**config.mk**
```make
export PLATFORM = sky130hd
export DESIGN_NAME = uswm_top
export DESIGN_NICKNAME = d
export VERILOG_FILES = /design/src/inc/uswm_pkg.sv /design/src/inc/uswm_if.sv /design/src/rtl/uswm_carrier.sv /design/src/rtl/uswm_power.sv /design/src/rtl/uswm_top.sv
export SDC_FILE = /design/constraint.sdc
export NUM_CORES = 1
export LEC_CHECK = 0
export ABC_AREA = 1
export ABC_CLOCK_PERIOD_IN_PS = 2500
export BUFFER_PORTS_ARGS = -buffer_cell sky130_fd_sc_hd__buf_2
export CAP_MARGIN = 30
export CORE_MARGIN = 2
export CORE_UTILIZATION = 55
export CTS_CLUSTER_SIZE = 12
export DETAILED_ROUTE_END_ITERATION = 10
export PLACE_DENSITY = 0.82
export SLEW_MARGIN = 20
export SYNTH_ARGS = -nofsm -noshare
export SYNTH_HDL_FRONTEND = slang
export SYNTH_HIERARCHICAL = 1
export SYNTH_SLANG_ARGS = --single-unit
```
**constraint.sdc**
```tcl
create_clock -name clk_i -period 2.5 [get_ports clk_i]
set_clock_uncertainty 0.15 [all_clocks]
set_input_delay 0.625 -clock clk_i [delete_from_list [all_inputs] [get_ports clk_i]]
set_output_delay 0.625 -clock clk_i [all_outputs]
set_load 0.01 [all_outputs]
```
**src/inc/uswm_pkg.sv**
```systemverilog
/*
 * Constants shared by the sleep/wake and infrared carrier block: register
 * offsets, field positions, reset values, state codes and cycle counts.
 * Assumes a 32-bit classic Wishbone register bus with byte addressing.
 */
package uswm_pkg;

    // ************************************************************
    // Register map (byte addresses, one aligned word each)
    // ************************************************************
    localparam logic [3:0] OFS_CARRIER_CONFIG = 4'h0;
    localparam logic [3:0] OFS_CARRIER_ROUTE  = 4'h4;
    localparam logic [3:0] OFS_WAKE_CTRL      = 4'h8;
    localparam logic [3:0] OFS_SLEEP_STATE    = 4'hc;

    // ************************************************************
    // Field positions
    // ************************************************************
    localparam int POS_POLARITY_SEL = 7;
    localparam int DIVIDER_W        = 7;
    localparam int POS_TX_CARRIER   = 0;
    localparam int POS_WAKE_EN      = 0;
    localparam int POS_PORT_EN      = 1;
    localparam int POS_RX_ON        = 2;
    localparam int POS_RX_IRQ_EN    = 3;
    localparam int POS_GLOBAL_IRQ   = 4;
    localparam int POS_SERIAL_IRQ   = 5;
    localparam int POS_ST_SLEEPING  = 0;
    localparam int POS_ST_STARTING  = 1;
    localparam int POS_ST_CLK_RUN   = 2;

    // ************************************************************
    // Values after reset
    // ************************************************************
    localparam logic [7:0] RST_CARRIER_CONFIG = 8'h00;
    localparam logic [7:0] RST_CARRIER_ROUTE  = 8'h00;
    localparam logic [5:0] RST_WAKE_CTRL      = 6'h00;

    // ************************************************************
    // Counts
    // ************************************************************
    localparam int STARTUP_CNT_W    = 16;
    localparam int STARTUP_CYCLES_D = 1024;

    // ************************************************************
    // Power state machine
    // ************************************************************
    typedef enum logic [2:0] {
        PS_RUN   = 3'b001,
        PS_SLEEP = 3'b010,
        PS_START = 3'b100
    } uswm_pstate_e;

endpackage

```
**src/inc/uswm_if.sv**
```systemverilog
/*
 * Carrier and power bundle between the top module, the carrier generator and the
 * power sequencer. Assumes all three parties share one clock.
 */
`timescale 1ns/1ps
interface uswm_if;
    import uswm_pkg::*;

    logic [DIVIDER_W-1:0] divider;
    logic                 polarity_sel;
    logic                 carrier_en;
    logic                 hold;
    logic                 tx_data;
    logic                 tx_mod;
    logic                 sleep_req;
    logic                 rx_fall;
    logic                 wake_armed;
    logic                 irq_allowed;
    logic                 sleeping;
    logic                 starting;
    logic                 wake_pulse;
    logic                 irq_pulse;

    modport carrier (
        input  divider,
        input  polarity_sel,
        input  carrier_en,
        input  hold,
        input  tx_data,
        output tx_mod
    );

    modport power (
        input  sleep_req,
        input  rx_fall,
        input  wake_armed,
        input  irq_allowed,
        output sleeping,
        output starting,
        output wake_pulse,
        output irq_pulse
    );

endinterface

```
**src/rtl/uswm_carrier.sv**
```systemverilog
/*
 * Infrared carrier generator and transmit modulator.
 * Assumes transmit data comes from logic on the same clock.
 */
`timescale 1ns/1ps
module uswm_carrier
    import uswm_pkg::*;
(
    input  wire logic clk_i,
    input  wire logic rst_i,
    uswm_if.carrier   cr
);

    logic [DIVIDER_W-1:0] cnt_reg;
    logic                 carrier_reg;

    // ************************************************************
    // Carrier counter
    // ************************************************************
    // Reload and toggle at zero: half period is divider+1 cycles
    always_ff @(posedge clk_i)
    begin
        if (rst_i)
        begin
            cnt_reg     <= '0;
            carrier_reg <= 1'b0;
        end
        else if (!cr.hold)
        begin
            if (cnt_reg == '0)
            begin
                cnt_reg     <= cr.divider;   // [RULE10] [RULE11] [RULE19]
                carrier_reg <= ~carrier_reg; // [RULE19]
            end
            else
            begin
                cnt_reg <= cnt_reg - 1'b1;
            end
        end
    end

    // ************************************************************
    // Modulator
    // ************************************************************
    // Carrier only on a low bit, polarity flips the output only while modulating
    always_comb
    begin
        if (cr.carrier_en) // [RULE15]
        begin
            cr.tx_mod = (cr.tx_data ? 1'b0 : carrier_reg) ^ cr.polarity_sel; // [RULE12] [RULE13] [RULE20]
        end
        else
        begin
            cr.tx_mod = cr.tx_data; // [RULE18]
        end
    end

endmodule // uswm_carrier

```
**src/rtl/uswm_power.sv**
```systemverilog
/*
 * Power sequencer: sleep, receive-pin wake and start-up delay.
 * Assumes the processor drops its sleep request once it sees a wake.
 */
`timescale 1ns/1ps
module uswm_power
    import uswm_pkg::*;
#(
    parameter int STARTUP_CYCLES = STARTUP_CYCLES_D
)
(
    input  wire logic clk_i,
    input  wire logic rst_i,
    uswm_if.power     pw
);

    uswm_pstate_e             state_reg;
    uswm_pstate_e             state_next;
    logic [STARTUP_CNT_W-1:0] wait_reg;
    logic                     by_rx_reg;
    logic                     rx_wake;

    // Rx wake only counts while armed and asleep
    assign rx_wake = pw.rx_fall && pw.wake_armed; // [RULE6]

    // ************************************************************
    // Next state
    // ************************************************************
    always_comb
    begin
        state_next = state_reg;
        unique case (state_reg)
            PS_RUN:
            begin
                if (pw.sleep_req)
                begin
                    state_next = PS_SLEEP;
                end
            end
            PS_SLEEP:
            begin
                if (rx_wake || !pw.sleep_req)
                begin
                    state_next = PS_START;
                end
            end
            PS_START:
            begin
                if (wait_reg == '0 && !pw.sleep_req)
                begin
                    state_next = PS_RUN;
                end
            end
            default:
            begin
                state_next = PS_RUN;
            end
        endcase
    end

    always_ff @(posedge clk_i)
    begin
        if (rst_i)
        begin
            state_reg <= PS_RUN;
        end
        else
        begin
            state_reg <= state_next;
        end
    end

    // ************************************************************
    // Start-up wait and wake source
    // ************************************************************
    // Loaded on wake so the core stays frozen the full period
    always_ff @(posedge clk_i)
    begin
        if (rst_i)
        begin
            wait_reg  <= '0;
            by_rx_reg <= 1'b0;
        end
        else if (state_reg == PS_SLEEP && state_next == PS_START)
        begin
            wait_reg  <= STARTUP_CNT_W'(STARTUP_CYCLES - 1);
            by_rx_reg <= rx_wake;
        end
        else if (state_reg == PS_START && wait_reg != '0)
        begin
            wait_reg <= wait_reg - 1'b1; // [RULE9]
        end
    end

    assign pw.sleeping   = (state_reg == PS_SLEEP);
    assign pw.starting   = (state_reg == PS_START);
    assign pw.wake_pulse = pw.sleeping && rx_wake; // [RULE6]
    // Wake interrupt only after start-up and only if enabled
    assign pw.irq_pulse  = pw.starting && state_next == PS_RUN && by_rx_reg && pw.irq_allowed; // [RULE8] [RULE9]

endmodule // uswm_power

```
**src/rtl/uswm_top.sv**
```systemverilog
/*
 * Top of the serial sleep/wake and infrared modulator block, with its
 * Wishbone register slave, receive pin synchroniser and output stage.
 * Assumes a classic Wishbone master and a serial core on the same clock
 * that stops shifting while port_clk_run_o is low.
 */
// Implementation choices: the Wishbone slave port and the address map.
// How it works
// [RULE1] Power-down stops the serial port clock; the port does nothing meanwhile.
// [RULE2] A transmit under way freezes at its bit and resumes with the clock.
// [RULE3] A receive under way freezes likewise and resumes with the clock.
// [RULE4] Power-down leaves all serial and carrier registers untouched.
// [RULE5] Software should let transfers finish before requesting power-down.
// [RULE6] Falling rx edge wakes if wake, port, receiver and rx-irq enables set.
// [RULE7] Rx data during start-up after wake is discarded.
// [RULE8] Wake interrupt needs global and serial interrupt enables too.
// [RULE9] Wake interrupt waits until the start-up period has fully elapsed.
// [RULE10] Carrier divider is seven bits, any value 0 to 127.
// [RULE11] Carrier frequency is clock over divider plus one, halved.
// [RULE12] Carrier reaches the output only while the transmit bit is low.
// [RULE13] Polarity select in bit 7 inverts the modulated output.
// [RULE14] Polarity encodings conflict; zero means positive, one inverts.
// [RULE15] Route bit 0 enables infrared modulation of transmit output.
// [RULE16] Route bits 7 to 1 always read zero.
// [RULE17] Rx wake has no status flag; only the shared interrupt shows it.
// [RULE18] Modulation off passes transmit data unchanged to the pin.
// [RULE19] Counter reloads from divider, toggling carrier at terminal count.
// [RULE20] High transmit bit with modulation on sits at the polarity idle level.
`timescale 1ns/1ps
module uswm_top
    import uswm_pkg::*;
#(
    parameter int STARTUP_CYCLES = STARTUP_CYCLES_D
)
(
    input  wire logic        clk_i,
    input  wire logic        rst_i,
    input  wire logic        wb_cyc_i,
    input  wire logic        wb_stb_i,
    input  wire logic        wb_we_i,
    input  wire logic [3:0]  wb_adr_i,
    input  wire logic [3:0]  wb_sel_i,
    input  wire logic [31:0] wb_dat_i,
    output logic      [31:0] wb_dat_o,
    output logic             wb_ack_o,
    input  wire logic        sleep_req_i,
    input  wire logic        tx_data_i,
    input  wire logic        rx_pin_i,
    output logic             tx_pin_o,
    output logic             rx_core_o,
    output logic             port_clk_run_o,
    output logic             wake_o,
    output logic             uart_irq_o
);

    // Refuse start-up counts below 1 or above 65535
    if (STARTUP_CYCLES < 1 || STARTUP_CYCLES >= (1 << STARTUP_CNT_W))
    begin : g_bad_startup
        $error("STARTUP_CYCLES out of range");
    end

    uswm_if bus ();

    logic [7:0] config_reg;
    logic       route_reg;
    logic [5:0] wake_ctrl_reg;
    logic       req;
    logic       wr_commit;
    logic [31:0] rd_next;
    logic       rx_meta_reg;
    logic       rx_s2_reg;
    logic       rx_s3_reg;
    logic       rx_lvl_reg;

    // ************************************************************
    // Wishbone slave
    // ************************************************************
    // Ack one cycle after the request; write lands on the ack edge
    assign req       = wb_cyc_i && wb_stb_i && !wb_ack_o;
    assign wr_commit = wb_cyc_i && wb_stb_i && wb_we_i && wb_ack_o && wb_sel_i[0];

    always_ff @(posedge clk_i)
    begin
        if (rst_i)
        begin
            wb_ack_o <= 1'b0;
        end
        else
        begin
            wb_ack_o <= req;
        end
    end

    // Read mux; the low two address bits are ignored, so every offset reads the register of its word
    always_comb
    begin
        rd_next = 32'h0000_0000;
        unique case (wb_adr_i & 4'hc)
            OFS_CARRIER_CONFIG: rd_next[7:0] = config_reg;
            OFS_CARRIER_ROUTE:  rd_next[POS_TX_CARRIER] = route_reg; // [RULE16]
            OFS_WAKE_CTRL:      rd_next[5:0] = wake_ctrl_reg;
            OFS_SLEEP_STATE:
            begin
                // No rx-wake flag here, by design [RULE17]
                rd_next[POS_ST_SLEEPING] = bus.sleeping;
                rd_next[POS_ST_STARTING] = bus.starting;
                rd_next[POS_ST_CLK_RUN]  = port_clk_run_o;
            end
            default:            rd_next = 32'h0000_0000;
        endcase
    end

    always_ff @(posedge clk_i)
    begin
        if (rst_i)
        begin
            wb_dat_o <= 32'h0000_0000;
        end
        else if (req && !wb_we_i)
        begin
            wb_dat_o <= rd_next;
        end
    end

    // ************************************************************
    // Registers
    // ************************************************************
    // Only bus writes change these; sleep never touches them
    always_ff @(posedge clk_i)
    begin
        if (rst_i)
        begin
            config_reg    <= RST_CARRIER_CONFIG;
            route_reg     <= RST_CARRIER_ROUTE[POS_TX_CARRIER];
            wake_ctrl_reg <= RST_WAKE_CTRL;
        end
        else if (wr_commit) // [RULE4]
        begin
            if (wb_adr_i[3:2] == OFS_CARRIER_CONFIG[3:2])
            begin
                config_reg <= wb_dat_i[7:0]; // [RULE10]
            end
            if (wb_adr_i[3:2] == OFS_CARRIER_ROUTE[3:2])
            begin
                route_reg <= wb_dat_i[POS_TX_CARRIER]; // [RULE15]
            end
            if (wb_adr_i[3:2] == OFS_WAKE_CTRL[3:2])
            begin
                wake_ctrl_reg <= wb_dat_i[5:0];
            end
        end
    end

    // ************************************************************
    // Receive pin synchroniser
    // ************************************************************
    // Three stages; a change counts once stages two and three agree
    always_ff @(posedge clk_i)
    begin
        if (rst_i)
        begin
            rx_meta_reg <= 1'b1;
            rx_s2_reg   <= 1'b1;
            rx_s3_reg   <= 1'b1;
            rx_lvl_reg  <= 1'b1;
        end
        else
        begin
            rx_meta_reg <= rx_pin_i;
            rx_s2_reg   <= rx_meta_reg;
            rx_s3_reg   <= rx_s2_reg;
            if (rx_s2_reg == rx_s3_reg)
            begin
                rx_lvl_reg <= rx_s3_reg;
            end
        end
    end

    // ************************************************************
    // Sub-blocks
    // ************************************************************
    assign bus.divider      = config_reg[DIVIDER_W-1:0];                       // [RULE11]
    assign bus.polarity_sel = config_reg[POS_POLARITY_SEL];                    // [RULE13] [RULE14]
    assign bus.carrier_en   = route_reg;
    assign bus.hold         = !port_clk_run_o;                                 // [RULE1]
    assign bus.tx_data      = tx_data_i;
    assign bus.sleep_req    = sleep_req_i;
    assign bus.rx_fall      = rx_lvl_reg && (rx_s2_reg == rx_s3_reg) && !rx_s3_reg;
    assign bus.wake_armed   = wake_ctrl_reg[POS_WAKE_EN] && wake_ctrl_reg[POS_PORT_EN]
                              && wake_ctrl_reg[POS_RX_ON] && wake_ctrl_reg[POS_RX_IRQ_EN]; // [RULE6]
    assign bus.irq_allowed  = wake_ctrl_reg[POS_GLOBAL_IRQ] && wake_ctrl_reg[POS_SERIAL_IRQ]; // [RULE8]

    uswm_carrier u_carrier (
        .clk_i (clk_i),
        .rst_i (rst_i),
        .cr    (bus.carrier)
    );

    uswm_power #(
        .STARTUP_CYCLES (STARTUP_CYCLES)
    ) u_power (
        .clk_i (clk_i),
        .rst_i (rst_i),
        .pw    (bus.power)
    );

    // ************************************************************
    // Output stage
    // ************************************************************
    // Port clock runs only in the run state, so a frame in flight freezes
    always_ff @(posedge clk_i)
    begin
        if (rst_i)
        begin
            port_clk_run_o <= 1'b1;
            rx_core_o      <= 1'b1;
            tx_pin_o       <= 1'b1;
            wake_o         <= 1'b0;
            uart_irq_o     <= 1'b0;
        end
        else
        begin
            port_clk_run_o <= !bus.sleeping && !bus.starting && !sleep_req_i;   // [RULE1] [RULE2] [RULE3]
            rx_core_o      <= (bus.sleeping || bus.starting) ? 1'b1 : rx_lvl_reg; // [RULE7]
            tx_pin_o       <= bus.tx_mod;                                       // [RULE18]
            wake_o         <= bus.wake_pulse;                                   // [RULE6]
            uart_irq_o     <= bus.irq_pulse;                                    // [RULE8] [RULE9]
        end
    end
endmodule // uswm_top

```
== Word-level counts from Yosys, hierarchy flattened ==
Cells that the tools add are included.

* Word-level logic and storage cells: 88
* Input bits: 48
* Register bits after elaboration: 61

* Reductions and logical operators: 42
* Muxes and demuxes: 13
* Bitwise logic cells: 2
* Add/subtract/negate cells: 2
* Eq/ne operators: 9

{| class="wikitable"
|+ Operators with widths
! cell !! count
|-
| $logic_and 1x1->1 || 22
|-
| $mux 10 || 2
|-
| $logic_not 16->1 || 1
|-
| $reduce_bool 16->1 || 1
|-
| $sub 16x1->16 const B || 1
|-
| $mux 3 || 3
|-
| $pmux 3 s3 || 1
|-
| $reduce_and 2->1 || 4
|-
| $logic_not 7->1 || 1
|-
| $mux 7 || 1
|-
| $sub 7x1->7 const B || 1
|-
| $eq 3x1->1 const B || 2
|-
| $eq 3x3->1 const B || 2
|-
| $logic_not 1->1 || 6
|-
| $pmux 2 s3 || 1
|-
| $pmux 3 s2 || 1
|-
| $eq 2x2->1 const B || 2
|-
| $logic_not 4->1 || 1
|-
| $pmux 1 s4 || 1
|-
| $reduce_or 2->1 || 2
|-
| $eq 3x2->1 const B || 1
|-
| $eq 2x1->1 const B || 1
|-
| $logic_not 2->1 || 1
|-
| $logic_or 1x1->1 || 2
|-
| other kinds (6) || 7
|}

== Longest topological paths before layout ==
Gate-level depths: netlist of run 1.

* Word-level depth: 11
* Depth in mapped cells: 12
* Gate-level depth less buffers: 11

== Hierarchy ==
The synthesis of run 1 kept the hierarchy.

{| class="wikitable"
|+ Modules (own cells, without submodules)
! module !! area each (um^2) !! seq. area each (um^2) !! cells an instance !! times used
|-
| uswm_top || 1570.3 || 660.6 || 211 || 1
|-
| uswm_power || 1335.0 || 400.4 || 215 || 1
|-
| uswm_carrier || 570.5 || 160.2 || 86 || 1
|}

== Worst setup path after synthesis of run 1 ==
Ideal clock, no wire load.

* Path kind: reg-to-reg
* Start: register wake_ctrl_reg[0]
* End: register uart_irq_o
* Library setup time: 0.128 ns
* Period minus slack after synthesis: 1.572 ns
* Arrival time: 1.294 ns
* Path buffers: 1
* Path slack: 0.928 ns
* Stages on the path, launching flop included: 11
* Path through: dfxtp_1 inv_1 nor4_1 nand2_1 nand2_1 nand2_4 buf_2 nand3_1 nor2_1 inv_1 nor2_1

* Longest elaborated chain between the ends: 11

{| class="wikitable"
|+ RTL lines
! what !! RTL line !! text
|-
| start, declared || uswm_top.sv:66 || <nowiki>logic [5:0] wake_ctrl_reg;</nowiki>
|-
| start signal, assigned || uswm_top.sv:149 || <nowiki>wake_ctrl_reg <= wb_dat_i[5:0];</nowiki>
|-
| $logic_and 1x1->1 || uswm_top.sv:189 || <nowiki>assign bus.wake_armed = wake_ctrl_reg[POS_WAKE_EN] && wake_ctrl_reg[POS_PORT_EN]</nowiki>
|-
| $logic_and 1x1->1 (2 in series) || uswm_top.sv:190 || <nowiki>&& wake_ctrl_reg[POS_RX_ON] && wake_ctrl_reg[POS_RX_IRQ_EN];</nowiki>
|-
| named net bus.wake_armed || uswm_if.sv:17 || <nowiki>logic wake_armed;</nowiki>
|-
| $logic_and 1x1->1 || uswm_power.sv:24 || <nowiki>assign rx_wake = pw.rx_fall && pw.wake_armed;</nowiki>
|-
| $logic_or 1x1->1 || uswm_power.sv:42 || <nowiki>if (rx_wake || !pw.sleep_req)</nowiki>
|-
| $mux 3 || uswm_power.sv:42 ||
|-
| $pmux 3 s3 || uswm_power.sv:32 || <nowiki>unique case (state_reg)</nowiki>
|-
| $eq 3x1->1 || uswm_power.sv:99 || <nowiki>assign pw.irq_pulse = pw.starting && state_next == PS_RUN && by_rx_reg && pw.irq_allowed;</nowiki>
|-
| $logic_and 1x1->1 (3 in series) || uswm_power.sv:99 ||
|-
| named net bus.irq_pulse || uswm_if.sv:22 || <nowiki>logic irq_pulse;</nowiki>
|-
| end signal, assigned || uswm_top.sv:227 || <nowiki>uart_irq_o <= bus.irq_pulse;</nowiki>
|-
| end, declared || uswm_top.sv:53 || <nowiki>output logic uart_irq_o</nowiki>
|}

The timed path passes the listed nets, and every way through them passes these cells.
A chain may end at the register's enable or synchronous reset.

== Worst setup path after layout of run 1 ==
* Start: register u_power.wait_reg[0]
* End: register uart_irq_o

* Longest elaborated chain between the ends: 8

{| class="wikitable"
|+ RTL lines
! what !! RTL line !! text
|-
| start, declared || uswm_power.sv:19 || <nowiki>logic [STARTUP_CNT_W-1:0] wait_reg;</nowiki>
|-
| start signal, assigned || uswm_power.sv:86 || <nowiki>wait_reg <= STARTUP_CNT_W'(STARTUP_CYCLES - 1);</nowiki>
|-
| start signal, assigned || uswm_power.sv:91 || <nowiki>wait_reg <= wait_reg - 1'b1;</nowiki>
|-
| $logic_not 16->1 || uswm_power.sv:49 || <nowiki>if (wait_reg == '0 && !pw.sleep_req)</nowiki>
|-
| $logic_and 1x1->1 || uswm_power.sv:49 ||
|-
| $mux 3 || uswm_power.sv:49 ||
|-
| $pmux 3 s3 || uswm_power.sv:32 ||
|-
| $eq 3x1->1 || uswm_power.sv:99 ||
|-
| $logic_and 1x1->1 (3 in series) || uswm_power.sv:99 ||
|-
| named net bus.irq_pulse || uswm_if.sv:22 ||
|}

The timed path passes the listed nets, and every way through them passes these cells.

==> results of run 1 <==
## through the flow
step	power, W	utilization (%)	cell area, sq um	cells	setup slack, ps
2_1_floorplan	0.00179	-	3560	535	928
3_3_place_gp	0.00187	58.8	3540	606	688
3_5_place_dp	0.00190	58.8	3540	606	636
4_1_cts	0.00288	62.5	3770	621	609
5_1_grt	0.00305	62.5	3770	621	351
6_report	0.00287	62.5	3770	621	597
## how the worst max path moves through the flow
stage / startpoint / to / slack (ps) / cells past startpoint
global route: u_power/wait_reg[0] / uart_irq_o / 350 / 10
CTS: u_power/wait_reg[0] / uart_irq_o / 610 / 10
detailed placement: u_power/wait_reg[0] / uart_irq_o / 640 / 10
floorplan: wake_ctrl_reg[0] / uart_irq_o / 930 / 10
finish: u_power/wait_reg[0] / uart_irq_o / 600 / 10
global placement: u_power/wait_reg[0] / uart_irq_o / 690 / 10
## kinds of logic (layout without fill, tap and decap cells)
kind of cell / Yosys count / in the layout
buf+inv: 93 / 104
compound gates: 60 / 60
simple gates: 292 / 292
xor+xnor: 1 / 1
flops: 61 / 61
other cells: 1 / 24
fa+ha+maj: 4 / 4
## placed cells by master, fill, tap and decap left out, types with 3 or more instances in the layout
master and n:
nand2_1 135, nor2_1 64, dfxtp_1 61, inv_1 52, nand3_1 42, a21oi_1 37, buf_2 32, conb_1 24
o21ai_0 16, clkbuf_8 11, nand4_1 10, or2_2 8, nor2_4 5, nand2_2 5, nand3b_1 5, inv_2 4
nor2_2 4, ha_1 4, nor3_1 3
## layout make-up
type,count,area (sq um)
timing repair buffer,33,168
tap,75,93.8
clock buffer,12,155
sequential,61,1220
fill,546,2260
clock inverter,3,68.8
inverter,56,210
multi-input combinational,381,1850
## per-layer routing
metal	track usage (%)	vias up	share of wire, %
li1	-	1642	-
met1	27.1	1443	46
met2	34.5	78	48
met3	3.26	13	4.7
met4	9.09	0	1.5
met5	0	-	0
## critical path: stages (launching register included)
cell     delay (ps)
dfxtp_1         360
inv_1           110
ha_1            150
nand2_1          60
nor2_1          100
nand2_1          80
nand2_2         370
nand3_1         190
nor2_1          130
inv_1            50
nor2_1           80
## power by group through the flow
stage               sequential (W)  combinational (W)  clock, W
detailed placement         0.00115           0.000746         0
CTS                        0.00113           0.000750   0.00100
global placement           0.00115           0.000724         0
finish                     0.00113           0.000749  0.000990
floorplan                  0.00114           0.000648         0
global route               0.00114           0.000858   0.00105
==> results.toml, run 1 <==
[status]
status = "finished clean"

[yosys]
synth_most_common_cell = "nand2_1"
synth-compound-area-share_pct = 9.18
synthXorXnorAreaFrac_pct = 0.252
synthMuxAreaShare_pct = 0
synth_common_cells = "nand2_1, nor2_1, dfxtp_1"
synthFlopType = "dfxtp_1"
synth_cell_types = 39
syn_avg_cell_area_sq_um = 6.79
yosys.area_share.simple_pct = 39.8
yosys.area_share.adder_pct = 1.44
synth-async-reset-ratio_pct = 0
synth_edf_count = 0
ys_warn_count = 6
synthCells = 512
synth.top_cell.area_share_pct = 35.1
synth-seq-cells = 61
synth_largest_area_cell = "dfxtp_1"
synthTopCellsByArea = "dfxtp_1, nand2_1, nor2_1, nand3_1, inv_1"
yosysSeqAreaShare_pct = 35.1
syn_area_sq_mm = 0.00348
synth_top_family_by_area = "simple AND/OR/NAND/NOR gates"

[pwr]
power_density_mw_per_mm2 = 762
leakagePower_nw = 1.85
irDropWorstVdd_mv = 0.529
internal-power_w = 0.00196
p_switching_w = 0.000914
combPwrFrac_pct = 26.1
seqPwrFrac_pct = 39.4
switching_share_pct = 31.8
p_clk_share_pct = 34.5

[grt]
grt_start_max_net_pins = 30
grt_usage_pct = 20.9
antenna_found_initial = 0
grt-ovfl-total = 0
grt_first_pass_wirelength_mm = 12.3
grt_pass1_vias = 2885

[clock_tree]
cts_resized = 0
clk_latency_ps = 340
cts_sinks = 61
hold_buffers = 0
cts_tree = "yes"
post_cts_buffers = 0
numCtsBuffers = 9
clk_pin_slew_ps = 70
clock_tree.buffer_depth = 2
cts_root_buf = "clkbuf_8"
htree_levels = 3

[timing]
slew_violations = 0
fin_crit_ps = 1900
post-route-period-util_pct = 76.1
holdWs_ps = 266
tns_ps = 0
rsz0062_at_grt = "no"
max_freq_mhz = 526
hold_viol = 0
setup_viol = 0

[placed_design]
hpwl_mm = 5.20
routabilityCongestion = 0.863
io_buffers = 32

[worst_setup_path]
critPathCaptureType = "flip-flop"
worstSetupStartpointType = "flip-flop"
cp_max_fo = 20
required_ps = 2630
path_class = "flip-flop to flip-flop"
rr_worst_depth = 10
rr_endpoint = "uart_irq_o"
arrival_ps = 2030
r2r_slack_ps = 600
timing.rr.start = "u_power/wait_reg[0]"

[min_path]
min_to = "rx_s2_reg"
holdPathStages = 1
hold_start = "rx_meta_reg"
hold_path_class = "flip-flop to flip-flop"

[detailed_routing]
postRouteAntennaNets = 0
drcViolationCount = 0
routed_via_density = 5.11
drt_wl_total_mm = 7.11
vias = 3176
drt_first_pass_iters = 5
drt-initial-drc-count = 170
wl_per_cell_microns = 11.4

[floorplanning]
fp.dieW_microns = 83.5
core_sq_mm = 0.00603
num_rows = 28
die_area_sq_mm = 0.00697
die_h_microns = 83.5
start_util_pct = 57.7
pin_count = 86

[layout]
drive_gt1_share_pct = 15.4
largest_reg_flops = 16
fin_nets = 594
diodes = 0
syn_to_final_growth_pct = 8.42

[flow_run]
maxCapViolations = 0
Note: power is estimated with default switching activity, not from simulation.
==> run 2: changes to the inputs <==
Settings changed: ABC_CLOCK_PERIOD_IN_PS 2500 to 1800, CORE_UTILIZATION 55 to 54, PLACE_DENSITY 0.82 to 0.81.
Clock period 2.5 ns to 1.8 ns, I/O delays scaled along.
==> run 2 against run 1 <==
  * Register-to-register slack got worse by 490 ps
  * Hold slack got worse by 120 ps
  * First-iteration DRC count rose by 18%
==> results.toml, run 2 (synthesis results as in run 1) <==
[status]
status = "finished clean"

[detailed_routing]
routed_via_density = 5.08
drt_first_pass_iters = 4
drcViolationCount = 0
top_layer = "met4"
dr_wl_met2_mm = 3.62
wl_per_cell_microns = 11.7
drt-met1-wl_mm = 3.24
drt_wl_total_mm = 7.36
postRouteAntennaNets = 0
dr_wl_met3_microns = 369
drt-initial-drc-count = 201
vias = 3208

[layout]
largest_reg_flops = 16
fin_nets = 602
fillerInstances = 571
syn_to_final_growth_pct = 10.4
design_area_sq_mm = 0.00384
diodes = 0
drive_gt1_share_pct = 17.1
layout_commonest_cell = "nand2_1"
seq_area_sq_mm = 0.00122
final_cell_mix = "nand2_1, nor2_1, dfxtp_1, inv_1, nand3_1"
multi_input_area_sq_mm = 0.00187

[timing]
setup_viol = 0
post-route-period-util_pct = 93.9
holdWs_ps = 144
hold_viol = 0
fin_ws_ps = 111
fin_crit_ps = 1690
slew_violations = 0
max_freq_mhz = 592

[worst_setup_path]
cp_max_fo = 24
worstSetupStartpointType = "flip-flop"
required_ps = 1920
arrival_ps = 1810
critPathCaptureType = "flip-flop"
path_class = "flip-flop to flip-flop"

[grt]
grt-ovfl-total = 0
grt_usage_pct = 22.1
grt_pass1_vias = 3004
grt_first_pass_wirelength_mm = 12.8
grt_start_max_net_pins = 25
antenna_found_initial = 0

[floorplanning]
die_area_sq_mm = 0.00709
fp.dieW_microns = 84.2
pin_count = 86
die_h_microns = 84.2
start_util_pct = 55.4
core_sq_mm = 0.00628
num_rows = 29

[placed_design]
io_buffers = 32
routabilityCongestion = 0.898
hpwl_mm = 5.36
post_dp_cell_area_sq_mm = 0.00360
dp_slack_ps = 44.8

[clock_tree]
cts_root_buf = "clkbuf_8"
cts_sinks = 61
htree_levels = 3
clk_pin_slew_ps = 70
hold_buffers = 0
numCtsBuffers = 9
cts_tree = "yes"
clock_tree.buffer_depth = 2
clk_latency_ps = 330

[pwr]
leakagePower_nw = 1.88
power_density_mw_per_mm2 = 1020
irDropWorstVdd_mv = 0.820

[flow_run]
maxCapViolations = 0

[min_path]
hold_path_class = "primary input to flip-flop"
[run 2: area by class of cell]
| type | instances | area share (%) |
|---|---|---|
| Timing Repair Buffer | 41 | 5.93 |
| Sequential cell | 61 | 31.8 |
| Multi-Input combinational cell | 381 | 48.8 |
| Clock inverter | 2 | 1.01 |
| Inverter | 56 | 5.48 |
| Tap cell | 77 | 2.51 |
| Clock buffer | 14 | 4.50 |
[run 2: per-stage QoR]
stage	setup TNS [ps]	util, %	instances	total power (W)
5_1_grt	-144	61.2	632	0.00419
3_5_place_dp	0	57.3	615	0.00267
4_1_cts	0	60.8	631	0.00396
3_3_place_gp	0	57.3	615	0.00261
6_report	0	61.2	632	0.00393
2_1_floorplan	0	-	535	0.00249
[run 2: worst paths after layout]
path | slack (ps) | startpoint | cells after the start | endpoint
max | 110 | wake_ctrl_reg[1] | 8 | u_power/wait_reg[7]
min | 140 | rx_pin_i | 2 | rx_meta_reg
max reg2reg | 110 | wake_ctrl_reg[1] | 8 | u_power/wait_reg[7]
min reg2reg | 270 | rx_meta_reg | 1 | rx_s2_reg
[run 2: repair_timing]
| item | in CTS | in global routing |
|---|---|---|
| pin swaps | 0 | 1 |
| resized for setup | 1 | 3 |
| endpoints found under the hold margin | 0 | 0 |
| setup buffers | 0 | 1 |
| setup endpoints to repair | 1 | 18 |
[run 2: metal layers]
layer / vias up / GRT usage (%)
met5: - / 0
met1: 1456 / 27.5
met4: 0 / 10.9
met3: 14 / 3.93
li1: 1651 / -
met2: 87 / 36.9
[run 2: worst max-delay path, stage by stage (launching register included)]
cell	delay, ps
dfxtp_1	360
inv_1	80
nor4_2	280
nand2_1	130
nand2_2	130
nand2_8	140
nand2_8	150
nand2_1	90
a21oi_2	110
[run 2: report_power, final]
part | total, W | switching (W) | internal [W]
registers | 0.00157 | 0.000113 | 0.00146
logic | 0.00107 | 0.000659 | 0.000415
clock network | 0.00128 | 0.000521 | 0.000760
==> run 3: changes to the inputs <==
Settings changed: PLACE_DENSITY 0.81 to 0.82.
==> run 3 against run 2 <==
  * Non-clock buffer count rose by 1
  * Utilization is 0.84 points higher
  * Clock power is 19% higher
  * Sequential share of layout area fell by 0.43 points
  * Fmax fell by 0.16%
  * Critical path type unchanged
  * Largest cell class unchanged
==> results.toml, run 3 (synthesis results as in run 1) <==
[grt]
grt_pass1_vias = 3006
grt_first_pass_wirelength_mm = 13.0
grt-ovfl-total = 0
grt_start_max_net_pins = 25
antenna_found_initial = 0
grt_usage_pct = 22.2

[timing]
max_freq_mhz = 591
post-route-period-util_pct = 94.0
fin_crit_ps = 1690
rsz0062_at_grt = "no"
holdWs_ps = 131
fin_ws_ps = 108
hold_viol = 0
slew_headroom_pct = 66.6
worst_pin_slew_ps = 498
tns_ps = 0
slew_violations = 0
setup_viol = 0

[layout]
design_area_sq_mm = 0.00389
syn_to_final_growth_pct = 12.0
largest_reg_flops = 16
fillerInstances = 576
drive_gt1_share_pct = 17.4
diodes = 0
fin_nets = 603
final_cell_mix = "nand2_1, nor2_1, dfxtp_1, inv_1, nand3_1"
layout_commonest_cell = "nand2_1"
fin_cells = 633

[floorplanning]
num_rows = 29
die_area_sq_mm = 0.00709
die_h_microns = 84.2
fp.dieW_microns = 84.2
core_sq_mm = 0.00628
start_util_pct = 55.4
pin_count = 86

[placed_design]
placed_cells = 614
dp_slack_ps = 51.0
hpwl_mm = 5.46
post_dp_cell_area_sq_mm = 0.00360
io_buffers = 32
routabilityCongestion = 0.861

[worst_setup_path]
startpoint = "wake_ctrl_reg[0]"
arrival_ps = 1830
cp_max_fo = 24
critPathCaptureType = "flip-flop"
r2r_slack_ps = 110
path_class = "flip-flop to flip-flop"
required_ps = 1940
worstSetupStartpointType = "flip-flop"
timing.rr.start = "wake_ctrl_reg[0]"

[clock_tree]
clock_tree.buffer_depth = 2
clk_latency_ps = 340
cts_root_buf = "clkbuf_8"
htree_levels = 3
cts_tree = "yes"
clk_pin_slew_ps = 80
cts_sinks = 61
numCtsBuffers = 9

[status]
status = "finished clean"

[detailed_routing]
drt_wl_total_mm = 7.56
drt_first_pass_iters = 5
routed_via_density = 5.19
drcViolationCount = 0
drt-initial-drc-count = 173
postRouteAntennaNets = 0
wl_per_cell_microns = 11.9
vias = 3288

[pwr]
internal-power_w = 0.00280
combPwrFrac_pct = 25.6
p_switching_w = 0.00136
switching_share_pct = 32.6
power_density_mw_per_mm2 = 1070
irDropWorstVdd_mv = 0.708
p_clk_share_pct = 36.6
seqPwrFrac_pct = 37.8
leakagePower_nw = 1.92

[flow_run]
maxCapViolations = 0

[min_path]
hold_path_class = "primary input to flip-flop"
hold_start = "rx_pin_i"
[run 3: power by group through the flow]
stage	clock network (W)	logic, W	registers, W
2_1_floorplan	0	0.000900	0.00159
3_3_place_gp	0	0.00101	0.00160
3_5_place_dp	0	0.00105	0.00160
4_1_cts	0.00155	0.00106	0.00157
5_1_grt	0.00159	0.00123	0.00159
6_report	0.00152	0.00106	0.00157
[run 3: routing by layer]
layer  track usage (%)  wire (microns)  up-vias
li1                  -               -     1662
met1              27.6            3300     1506
met2              37.7            3680      103
met3              4.62             407       17
met4              9.09             177        0
met5                 0               0        -
[run 3: final timing paths]
kind / end / depth (start not counted)
max: u_power/wait_reg[1] / 10
min: rx_meta_reg / 2
max reg2reg: u_power/wait_reg[1] / 10
min reg2reg: rx_s2_reg / 1
[run 3: cell type report]
| class | count | area, sq um | share of cell area [%] |
|---|---|---|---|
| Clock buffer | 9 | 124 | 3.18 |
| Clock inverter | 7 | 121 | 3.12 |
| Inverter | 56 | 210 | 5.40 |
| Multi-Input combinational cell | 381 | 1870 | 48.1 |
| Sequential cell | 61 | 1220 | 31.4 |
| Tap cell | 77 | 96.3 | 2.48 |
| Timing Repair Buffer | 42 | 248 | 6.37 |
[run 3: critical path, cell delays in order (launching register included)]
cell	delay [ps]
dfxtp_1	340
inv_1	60
nor4_1	290
nand2_1	140
nand2_2	130
nand2_8	140
nand2_8	160
nand2_2	60
nand2_1	70
nand2_1	50
inv_1	40
[run 3: through the flow]
stage / util, % / power, W
global route: 62.0 / 0.00441
CTS: 61.3 / 0.00417
finish: 62.0 / 0.00416
floorplan: - / 0.00249
global placement: 57.4 / 0.00261
detailed placement: 57.4 / 0.00265
[run 3: timing repair]
| action | CTS | global route |
|---|---|---|
| setup buffers | 0 | 3 |
| hold buffers | 0 | 0 |
| gates resized for setup | 0 | 4 |
| endpoints found under the setup margin | 0 | 18 |
